File: config.mk
export PLATFORM = sky130hd
export DESIGN_NAME = smb_core
export DESIGN_NICKNAME = d
export VERILOG_FILES = /design/src/logic/smb_pkg.sv /design/src/logic/smb_core.sv
export VERILOG_INCLUDE_DIRS = /design/src /design/src/logic
export SDC_FILE = /design/constraint.sdc
export NUM_CORES = 1
export LEC_CHECK = 0
export BUFFER_PORTS_ARGS = -buffer_cell sky130_fd_sc_hd__buf_4
export CAP_MARGIN = 25
export CORE_AREA = 2 2 100 102
export CTS_BUF_LIST = sky130_fd_sc_hd__clkbuf_8 sky130_fd_sc_hd__clkbuf_16
export DETAILED_ROUTE_END_ITERATION = 10
export DIE_AREA = 0 0 102 104
export PLACE_DENSITY = 0.71
export RECOVER_POWER = 25
export SLEW_MARGIN = 25
export SYNTH_ARGS = -nofsm -noshare
export SYNTH_HDL_FRONTEND = slang
export SYNTH_SLANG_ARGS = --single-unit
File: constraint.sdc
create_clock -name mclk -period 2.1 [get_ports mclk]
set_clock_uncertainty 0.15 [all_clocks]
set_input_delay 0.42 -clock mclk [delete_from_list [all_inputs] [get_ports mclk]]
set_output_delay 0.42 -clock mclk [all_outputs]
set_load 0.005 [all_outputs]
File: src/logic/smb_defs.svh
// Purpose: Offsets, field positions, reset values and timing counts
// Assumes: Register port of eight address bits and eight data bits
// Notes:   Included by its bare name from the serial bus core
`ifndef SMB_DEFS_SVH
`define SMB_DEFS_SVH
`define SMB_ADR_CTRL  8'hC0
`define SMB_ADR_DATA  8'hC2
`define SMB_ADR_MASK  8'hD6
`define SMB_ADR_OWN   8'hD7
`define SMB_MASK_RST  8'hFE
`define SMB_OWN_RST   8'h00
`define SMB_CB_EN     7
`define SMB_CB_STA    6
`define SMB_CB_STO    5
`define SMB_CB_ACKO   4
`define SMB_CB_ARB    2
`define SMB_CB_FLAG   1
`define SMB_OWN_GC    0
`define SMB_MASK_AUTO 0
`define SMB_CLK_NS    40
`define SMB_HALF_NS   400
`define SMB_HALF_CYC  ((`SMB_HALF_NS + `SMB_CLK_NS - 1) / `SMB_CLK_NS)
`define SMB_FIFO_DEP  2
`endif

File: src/logic/smb_pkg.sv
// Purpose: Types shared by the serial bus core and its bench
// Assumes: Constants live in smb_defs.svh
// Notes:   Register requests and buffered bytes travel as structs
package smb_pkg;
	// Clock generator states
	typedef enum logic [2:0] {
		M_IDLE   = 3'h0,
		M_SETUP  = 3'h1,
		M_SCLHI  = 3'h2,
		M_STA_LO = 3'h3,
		M_RLO    = 3'h4,
		M_RHI    = 3'h5,
		M_STP_A  = 3'h6,
		M_STP_B  = 3'h7
	} smb_mst_t;
	// One register access, valid for one mclk cycle
	typedef struct packed {
		logic       wr;
		logic       rd;
		logic [7:0] addr;
		logic [7:0] wdata;
	} smb_sfr_req_t;
	// One finished byte and the acknowledge bit seen after it
	typedef struct packed {
		logic       ack;
		logic [7:0] data;
	} smb_ent_t;
endpackage

File: src/logic/smb_core.sv
// Purpose: Two-wire serial bus master and slave with byte holding register
// Assumes: mclk 25 MHz; pins are open drain, enable high pulls low
// Notes:   Bus pins pass two flops before any logic looks at them
`timescale 1ns/1ps
`include "smb_defs.svh"

// Overview of operation
// - Follow the management bus protocol, stay compatible with two-wire peers.
// - Software moves whole bytes; hardware sequences every bit itself.
// - Master bit rate never above one twentieth of mclk; as slave it follows the bus clock.
// - Serial clock low phase can be stretched for slower devices.
// - Acts as master, slave or both on a multi-master bus.
// - Drives data, makes and syncs clock, arbitrates, detects and makes START/STOP.
// - Address acceptance by software, or hardware match with automatic acknowledge.
// - One eight-bit holding register: next byte to send or last received.
// - Outgoing bytes leave most significant bit first.
// - First received bit ends in the most significant position.
// - While sending, bus data shifts in, so the last bus byte remains.
// - Lost arbitration turns master sender into slave receiver, byte kept.
// - Mask bits seven to one select which own-address bits are compared.
// - Mask bit zero: zero means software acknowledges, one means hardware does.
// - Own 0x34, mask 0x7E, general call: matches 0x34, 0x35 and zero.
// - Own 0x70, mask 0x73, no general call: matches four addresses.
module smb_core import smb_pkg::*; #(
	parameter int unsigned HALF_CYC = `SMB_HALF_CYC,
	parameter int unsigned FIFO_DEP = `SMB_FIFO_DEP
) (
	// Clock and reset
	input  wire logic         mclk,
	input  wire logic         rst_b,
	// Register port
	input  wire smb_sfr_req_t sfr_req,
	output logic [7:0]        sfr_rdata,
	// Serial clock pin
	input  wire logic         scl_i,
	output logic              scl_o,
	output logic              scl_oe,
	// Serial data pin
	input  wire logic         sda_i,
	output logic              sda_o,
	output logic              sda_oe
);
	localparam int PW = $clog2(FIFO_DEP);

	logic [1:0] scl_sync_ff, sda_sync_ff;
	logic       scl_d_ff, sda_d_ff, busy_ff;
	logic       en_ff, sta_ff, sto_ff, ack_out_ff, ack_in_ff, arb_ff, flag_ff;
	logic [7:0] mask_ff, own_ff, hold_data_ff, rdata_ff;
	smb_mst_t   mst_ff, nxt_mst;
	logic [4:0] cnt_ff, nxt_cnt;
	logic       gen_scl_ff, nxt_scl, gen_sda_ff, nxt_sda;
	logic       master_ff, nxt_master;
	logic       act_ff, nxt_act, tx_ff, nxt_tx, aph_ff, nxt_aph;
	logic [3:0] nbit_ff, nxt_nbit;
	logic [7:0] shift_ff, nxt_shift;
	logic       ackd_ff, nxt_ackd, hold_ff, nxt_hold, push_ff, nxt_push;
	logic       doe_ff, nxt_doe, gack_ff, nxt_gack, ackb_ff, nxt_ackb;
	logic       scl_oe_ff, sda_oe_ff, pin_lvl_ff;
	smb_ent_t   fifo_mem [FIFO_DEP];
	logic [PW-1:0] wp_ff, rp_ff;
	logic [PW:0]   fc_ff;

	// Synchronised bus levels and their edges
	wire scl_s     = scl_sync_ff[1];
	wire sda_s     = sda_sync_ff[1];
	wire scl_rise  = scl_s & ~scl_d_ff;
	wire scl_fall  = ~scl_s & scl_d_ff;
	wire start_det = scl_s & scl_d_ff & sda_d_ff & ~sda_s;
	wire stop_det  = scl_s & scl_d_ff & ~sda_d_ff & sda_s;

	// Register decode
	wire wr_ctrl = sfr_req.wr && sfr_req.addr == `SMB_ADR_CTRL;
	wire wr_data = sfr_req.wr && sfr_req.addr == `SMB_ADR_DATA;
	wire wr_mask = sfr_req.wr && sfr_req.addr == `SMB_ADR_MASK;
	wire wr_own  = sfr_req.wr && sfr_req.addr == `SMB_ADR_OWN;
	// Enable as it stands after this edge, so one write can enable and start
	wire en_nxt  = wr_ctrl ? sfr_req.wdata[`SMB_CB_EN] : en_ff;
	wire [7:0] ctrl_rd = {en_ff, sta_ff, sto_ff, ack_out_ff,
		ack_in_ff, arb_ff, flag_ff, master_ff};
	wire [7:0] rd_mux =
		(sfr_req.addr == `SMB_ADR_CTRL) ? ctrl_rd :
		(sfr_req.addr == `SMB_ADR_DATA) ? hold_data_ff :
		(sfr_req.addr == `SMB_ADR_MASK) ? mask_ff :
		(sfr_req.addr == `SMB_ADR_OWN)  ? own_ff : 8'h00;

	// Buffer handshakes: filled at byte end, drained into holding register
	wire f_valid = fc_ff != '0;
	wire f_ready = fc_ff != (PW+1)'(FIFO_DEP);
	wire push    = push_ff & f_ready;
	wire pop     = f_valid & ~flag_ff;
	smb_ent_t f_head;
	assign f_head = fifo_mem[rp_ff];

	// Address compare and acknowledge choice
	wire auto_ack = mask_ff[`SMB_MASK_AUTO];
	wire [7:0] adiff = (shift_ff ^ own_ff) & mask_ff & 8'hFE;
	wire gc_hit   = own_ff[`SMB_OWN_GC] && shift_ff[7:1] == 7'h00;
	wire addr_hit = adiff == 8'h00 || gc_hit;
	wire give_ack = auto_ack ? (aph_ff ? addr_hit : 1'b1)
		: ack_out_ff;
	wire half_done = cnt_ff >= 5'(HALF_CYC - 1);
	wire rel = hold_ff & ~push_ff & ~f_valid & ~flag_ff;
	wire arb_ev = scl_rise & act_ff & ~hold_ff & master_ff & tx_ff
		& ~nbit_ff[3] & ~doe_ff & ~sda_s;
	wire fall_go = scl_fall & act_ff & ~hold_ff;
	wire rise_go = scl_rise & act_ff & ~hold_ff;

	// Two flops on each pin before any logic reads it
	always_ff @(posedge mclk or negedge rst_b) begin
		if (!rst_b) begin
			scl_sync_ff <= 2'h3;
			sda_sync_ff <= 2'h3;
			scl_d_ff    <= 1'b1;
			sda_d_ff    <= 1'b1;
		end else begin
			scl_sync_ff <= {scl_sync_ff[0], scl_i};
			sda_sync_ff <= {sda_sync_ff[0], sda_i};
			scl_d_ff    <= scl_s;
			sda_d_ff    <= sda_s;
		end
	end

	// Control and status; hardware set wins over software clear
	always_ff @(posedge mclk or negedge rst_b) begin
		if (!rst_b) begin
			en_ff <= 1'b0; sta_ff <= 1'b0; sto_ff <= 1'b0;
			ack_out_ff <= 1'b0; ack_in_ff <= 1'b0; arb_ff <= 1'b0;
			flag_ff <= 1'b0; mask_ff <= `SMB_MASK_RST; own_ff <= `SMB_OWN_RST;
			hold_data_ff <= 8'h00; rdata_ff <= 8'h00;
		end else begin
			if (wr_ctrl) begin
				en_ff      <= sfr_req.wdata[`SMB_CB_EN];
				ack_out_ff <= sfr_req.wdata[`SMB_CB_ACKO];
			end
			sta_ff <= en_nxt & ~(master_ff & start_det)
				& (wr_ctrl ? sfr_req.wdata[`SMB_CB_STA] : sta_ff);
			sto_ff <= en_nxt & ~stop_det
				& (wr_ctrl ? sfr_req.wdata[`SMB_CB_STO] : sto_ff);
			arb_ff  <= arb_ev | (arb_ff
				& ~(wr_ctrl & ~sfr_req.wdata[`SMB_CB_ARB]));
			flag_ff <= pop | arb_ev | (flag_ff
				& ~(wr_ctrl & ~sfr_req.wdata[`SMB_CB_FLAG]));
			if (pop)
				ack_in_ff <= f_head.ack;
			if (pop)
				hold_data_ff <= f_head.data;
			else if (wr_data)
				hold_data_ff <= sfr_req.wdata;
			if (wr_mask)
				mask_ff <= sfr_req.wdata;
			if (wr_own)
				own_ff <= sfr_req.wdata;
			if (sfr_req.rd)
				rdata_ff <= rd_mux;
		end
	end

	// Byte buffer; a full buffer keeps the clock held low
	always_ff @(posedge mclk or negedge rst_b) begin
		if (!rst_b) begin
			wp_ff <= '0;
			rp_ff <= '0;
			fc_ff <= '0;
		end else begin
			wp_ff <= wp_ff + PW'(push);
			rp_ff <= rp_ff + PW'(pop);
			fc_ff <= fc_ff + (PW+1)'(push) - (PW+1)'(pop);
		end
	end
	always_ff @(posedge mclk) begin
		if (push)
			fifo_mem[wp_ff] <= '{ack: ackb_ff, data: shift_ff};
	end

	// Clock generator: START, bit clock, STOP; half period is the rate cap
	always_comb begin
		nxt_mst = mst_ff;
		nxt_cnt = half_done ? cnt_ff : cnt_ff + 5'h01;
		nxt_scl = gen_scl_ff;
		nxt_sda = gen_sda_ff;
		nxt_master = master_ff;
		unique case (mst_ff)
			M_IDLE: begin
				nxt_cnt = 5'h00;
				if (en_ff && sta_ff && !busy_ff)
					nxt_mst = M_SCLHI;
			end
			M_SETUP: if (half_done) begin
				nxt_scl = 1'b0;
				nxt_mst = M_SCLHI;
				nxt_cnt = 5'h00;
			end
			M_SCLHI: begin
				if (!scl_s)
					nxt_cnt = 5'h00;
				if (scl_s && half_done) begin
					nxt_sda = 1'b1;
					nxt_master = 1'b1;
					nxt_mst = M_STA_LO;
					nxt_cnt = 5'h00;
				end
			end
			M_STA_LO: if (half_done) begin
				nxt_scl = 1'b1;
				nxt_sda = 1'b0;
				nxt_mst = M_RLO;
				nxt_cnt = 5'h00;
			end
			M_RLO: begin
				if (rel && sto_ff) begin
					nxt_sda = 1'b1;
					nxt_mst = M_STP_A;
					nxt_cnt = 5'h00;
				end else if (rel && sta_ff) begin
					nxt_mst = M_SETUP;
					nxt_cnt = 5'h00;
				end else if (rel) begin
					nxt_cnt = 5'h00;
				end else if (half_done && !hold_ff) begin
					nxt_scl = 1'b0;
					nxt_mst = M_RHI;
					nxt_cnt = 5'h00;
				end
			end
			M_RHI: begin
				if (!scl_s)
					nxt_cnt = 5'h00;
				if (scl_s && half_done) begin
					nxt_scl = 1'b1;
					nxt_mst = M_RLO;
					nxt_cnt = 5'h00;
				end
			end
			M_STP_A: if (half_done) begin
				nxt_scl = 1'b0;
				nxt_mst = M_STP_B;
				nxt_cnt = 5'h00;
			end
			M_STP_B: begin
				if (!scl_s)
					nxt_cnt = 5'h00;
				if (scl_s && half_done) begin
					nxt_sda = 1'b0;
					nxt_master = 1'b0;
					nxt_mst = M_IDLE;
				end
			end
		endcase
		// Losing the bus drops every master drive at once
		if (arb_ev || !en_ff) begin
			nxt_mst = M_IDLE;
			nxt_scl = 1'b0;
			nxt_sda = 1'b0;
			nxt_master = 1'b0;
		end
	end

	// Bit engine, shared by both roles, steps on observed clock edges
	always_comb begin
		nxt_act = act_ff; nxt_tx = tx_ff; nxt_aph = aph_ff;
		nxt_nbit = nbit_ff; nxt_shift = shift_ff; nxt_ackd = ackd_ff;
		nxt_hold = hold_ff; nxt_push = push_ff & ~push;
		nxt_doe = doe_ff; nxt_gack = gack_ff; nxt_ackb = ackb_ff;
		if (start_det) begin
			nxt_act = en_ff; nxt_aph = 1'b1; nxt_nbit = 4'h0;
			nxt_ackd = 1'b0; nxt_hold = 1'b0; nxt_doe = 1'b0;
			nxt_tx = master_ff;
			if (master_ff)
				nxt_shift = hold_data_ff;
		end else if (stop_det) begin
			nxt_act = 1'b0; nxt_hold = 1'b0; nxt_doe = 1'b0;
		end else begin
			if (fall_go && ackd_ff) begin
				nxt_ackd = 1'b0; nxt_hold = 1'b1;
				nxt_push = 1'b1; nxt_doe = 1'b0;
			end else if (fall_go && !nbit_ff[3]) begin
				nxt_doe = tx_ff & ~shift_ff[7];
			end else if (fall_go) begin
				nxt_doe  = ~tx_ff & give_ack;
				nxt_gack = give_ack;
			end
			if (rise_go && !nbit_ff[3]) begin
				nxt_shift = {shift_ff[6:0], sda_s};
				nxt_nbit = nbit_ff + 4'h1;
				if (arb_ev) begin
					nxt_tx = 1'b0;
					nxt_doe = 1'b0;
				end
			end else if (rise_go) begin
				nxt_nbit = 4'h0; nxt_ackb = sda_s; nxt_ackd = 1'b1;
				if (!master_ff && (tx_ff ? sda_s : !gack_ff))
					nxt_act = 1'b0;
				if (aph_ff)
					nxt_tx = master_ff ? ~shift_ff[0] : shift_ff[0];
				nxt_aph = 1'b0;
			end
			if (rel) begin
				nxt_hold = 1'b0;
				if (tx_ff && !(master_ff && (sta_ff || sto_ff))) begin
					nxt_shift = hold_data_ff;
					nxt_doe = ~hold_data_ff[7];
				end
			end
		end
		if (!en_ff) begin
			nxt_act = 1'b0; nxt_hold = 1'b0; nxt_doe = 1'b0;
		end
	end

	// State registers and bus busy tracking
	always_ff @(posedge mclk or negedge rst_b) begin
		if (!rst_b) begin
			mst_ff <= M_IDLE; cnt_ff <= 5'h00; gen_scl_ff <= 1'b0;
			gen_sda_ff <= 1'b0; master_ff <= 1'b0; busy_ff <= 1'b0;
			act_ff <= 1'b0; tx_ff <= 1'b0; aph_ff <= 1'b0;
			nbit_ff <= 4'h0; shift_ff <= 8'h00; ackd_ff <= 1'b0;
			hold_ff <= 1'b0; push_ff <= 1'b0; doe_ff <= 1'b0;
			gack_ff <= 1'b0; ackb_ff <= 1'b1;
		end else begin
			mst_ff <= nxt_mst; cnt_ff <= nxt_cnt; gen_scl_ff <= nxt_scl;
			gen_sda_ff <= nxt_sda; master_ff <= nxt_master;
			busy_ff <= start_det | (busy_ff & ~stop_det);
			act_ff <= nxt_act; tx_ff <= nxt_tx; aph_ff <= nxt_aph;
			nbit_ff <= nxt_nbit; shift_ff <= nxt_shift; ackd_ff <= nxt_ackd;
			hold_ff <= nxt_hold; push_ff <= nxt_push; doe_ff <= nxt_doe;
			gack_ff <= nxt_gack; ackb_ff <= nxt_ackb;
		end
	end

	// Pin drivers; slave stretches the low phase while it waits
	always_ff @(posedge mclk or negedge rst_b) begin
		if (!rst_b) begin
			scl_oe_ff  <= 1'b0;
			sda_oe_ff  <= 1'b0;
			pin_lvl_ff <= 1'b0;
		end else begin
			scl_oe_ff  <= gen_scl_ff | (hold_ff & act_ff & ~master_ff);
			sda_oe_ff  <= doe_ff | gen_sda_ff;
			pin_lvl_ff <= 1'b0;
		end
	end
	assign scl_oe    = scl_oe_ff;
	assign sda_oe    = sda_oe_ff;
	assign scl_o     = pin_lvl_ff;
	assign sda_o     = pin_lvl_ff;
	assign sfr_rdata = rdata_ff;
endmodule

==> metrics.txt <==
initial antenna violation count 0; Max rail drop VDD 0.000507 V; vias after detailed routing 3649; Avg Cell Area, Syn 11.3 sq um; final design utilization 60.8%; Net Switching 995 uW; status finished, final reports clean; switch share 26.1%; area of the multi-input gates 2200 sq um; die height 104 um; post-synth cell types 65; critical path required time 2220 ps; Slew headroom 44.6%; Filler Cell Count 822; WHS 151 ps; Main synth FF type dfrtp_1; final wirelength 11.7 mm; proportion of layout cells with a drive suffix above 1 26.7%; Crit path buffers/inverters 0; Cell Rows 36; number of synthesized flops with an enable pin 18; setup violators final 0; DR iter-0 viols 196; final hold violation count 0; DP Worst Slack 42.3 ps; DIE AREA 10600 sq um; most common cell after layout, fill and taps aside dfrtp_1; fin crit period 2050 ps; RSZ-0062 raised after global routing true; area grow syn2layout 16.1%; dpl cells 613; fmax 489 MHz; Synth top area share 35.0%; maximum fanout along the worst path 5; floorplan core area 9550 sq um; slowest stage cell, crit path or4_4; max-slew violation count 0; Clock power frac 35.1%; delay of the slowest cell on the worst path 580 ps; n_diodes 0; Async S/R FF share, synth 82.4%; CTS Buffer Depth 2; max-cap viol count 0; Final GP Congestion 0.918; antenna viol nets, final 0; TritonCTS clock tree built; starting density of the core 52.3%; sequential area share after synthesis 53.2%; Hold WC Path Type in -> reg; Crit Path Category reg -> reg; Residual DRC 0; crit-path leading delay family simple AND/OR/NAND/NOR gates; Cells after Synth 442; top cells by area, synth dfrtp_1 (35%), edfxtp_1 (11%), dfstp_2 (7.4%); final instance area 5800 sq um; Gate power share 7.1%; post-synth top area cell dfrtp_1; GRT overflow 0; Slew @ Worst Pin 831 ps; Leak 2.47 nW; Root Buffer clkbuf_8; vias in the first global route 3825; final critical-path share of the clock period 97.4%; Finished Layout Cells 638; first-pass GRT wire length 19.5 mm; post-route setup slack 53.9 ps; Seq cells post-synth 102; WL/cell 18.3 um; clock-pin slew of the registers on the worst-case setup and hold paths 110 ps; HPWL after DPL 8.60 mm; largest net degree at the start of global routing 35; Power Density 657 nW/um^2; DR pass1 iterations 5; CP Data Arrival Time 2160 ps; DIE WIDTH 102 um; TritonCTS Buffers 9; register area 2660 sq um; commonest cells after routing, fill and taps aside dfrtp_1 (68), buf_4 (58), nor2_1 (35); Critical Path Start Type register; Nets 530; Clock Sinks 102; nature of the critical path endpoint register; H-tree levels 3; crit path cell chain or4_4 -> nor2_4 -> o21ai_2 -> a31oi_2 -> mux2_4; placed standard-cell area 5500 sq um; Post-Syn Area 5000 sq um; vias per std cell 5.72; GR Util All Layers 23.8%; Top Ports 34; Pint 2.82 mW; Clk Latency, worst-skew pair 370 ps; IO Port Bufs 31; Sequential Power Share 57.7%; Synth Warn # 0
logic make-up after synthesis:
logic type               after synthesis  synth area share, %
AO/OA/AOI/OAI                        105                 14.4
adder cells (fa/ha/maj)                8                 2.00
multiplexers                          43                 9.21
other                                  1               0.0750
flip-flops                           102                 53.2
AND/OR/NAND/NOR                      133                 15.4
XOR/XNOR                              13                 2.28
buffers and inverters                 37                 3.45
synthesized netlist by cell type (3+ instances only):
| library cell | instances |
|---|---|
| a21oi_1 | 13 |
| xor2_1 | 8 |
| ha_1 | 8 |
| clkbuf_1 | 8 |
| dfstp_2 | 14 |
| nor3_1 | 4 |
| a22oi_1 | 6 |
| nand2_1 | 28 |
| o21ai_0 | 25 |
| a21boi_0 | 4 |
| buf_2 | 6 |
| and2_1 | 3 |
| o21ai_1 | 3 |
| o22ai_1 | 10 |
| buf_4 | 3 |
| inv_1 | 18 |
| nor2_1 | 35 |
| dfrtp_1 | 70 |
| nor2b_1 | 9 |
| nand4b_1 | 3 |
| a211oi_1 | 12 |
| nand4_1 | 5 |
| a2bb2oi_1 | 7 |
| o21bai_1 | 3 |
| nor3b_1 | 5 |
| a221oi_1 | 9 |
| mux2_2 | 20 |
| nand2b_1 | 6 |
| nand3_1 | 10 |
| edfxtp_1 | 18 |
| xnor2_1 | 5 |
| mux2i_1 | 22 |
per-stage QoR:
step	total power [mW]	TNS, ps
after floorplan	2.34	0
after global placement	2.50	0
after detailed placement	2.51	0
after CTS	3.83	0
after global routing	3.95	-21.2
final	3.81	0
what timing repair did:
item	CTS	global route
gates resized for setup	0	9
hold buffers	3	0
hold endpoints to repair	18	0
buffers inserted	0	6
setup endpoints to repair	0	12
area by class of cell:
cell class	count	share of cell area [%]
timing repair buffer	65	8.43
inverter	18	1.16
clock buffer	9	2.13
clock inverter	7	1.55
multi-input combinational	304	38.0
sequential	102	45.9
tap	133	2.87
path summary, 6_finish.rpt:
kind,start,to,slack (ps),cells after the start
min in group asynchronous,rst_b,sda_oe,320,2
min,sfr_req[3],own_ff[3],150,2
max reg2reg,fc_ff[1],mst_ff[0],50,5
min reg2reg,scl_sync_ff[0],scl_sync_ff[1],220,0
max in group asynchronous,rst_b,own_ff[0],380,3
max,fc_ff[1],mst_ff[0],50,5
worst register-to-register path, delay by kind of cell, from the launching register on:
family	cells	cell delay (ps)
AO/OA/AOI/OAI	2	300
multiplexers	1	320
flip-flops	1	460
AND/OR/NAND/NOR	2	710
per-layer routing:
layer,track usage [%],share of wire [%]
met1,31.2,42
met3,3.63,3.1
met5,0,0
met4,10.9,3.2
met2,38.5,52
state kept, by name (all words and copies together) (netlist names), 2 cells and up:
register      flops
scl_sync_ff       2
mask_ff           8
mst_ff            3
hold_data_ff      8
own_ff            8
fifo_mem         18
sda_sync_ff       2
nbit_ff           4
fc_ff             2
shift_ff          8
sfr_rdata         8
cnt_ff            5
power by group through the flow:
stage	Clock, mW	Sequential, mW	Combinational [mW]
finish	1.34	2.20	0.271
global route	1.44	2.21	0.304
detailed placement	0	2.24	0.270
global placement	0	2.23	0.265
CTS	1.35	2.20	0.276
floorplan	0	2.19	0.142
No activity file was read; power rests on OpenSTA's default activity.
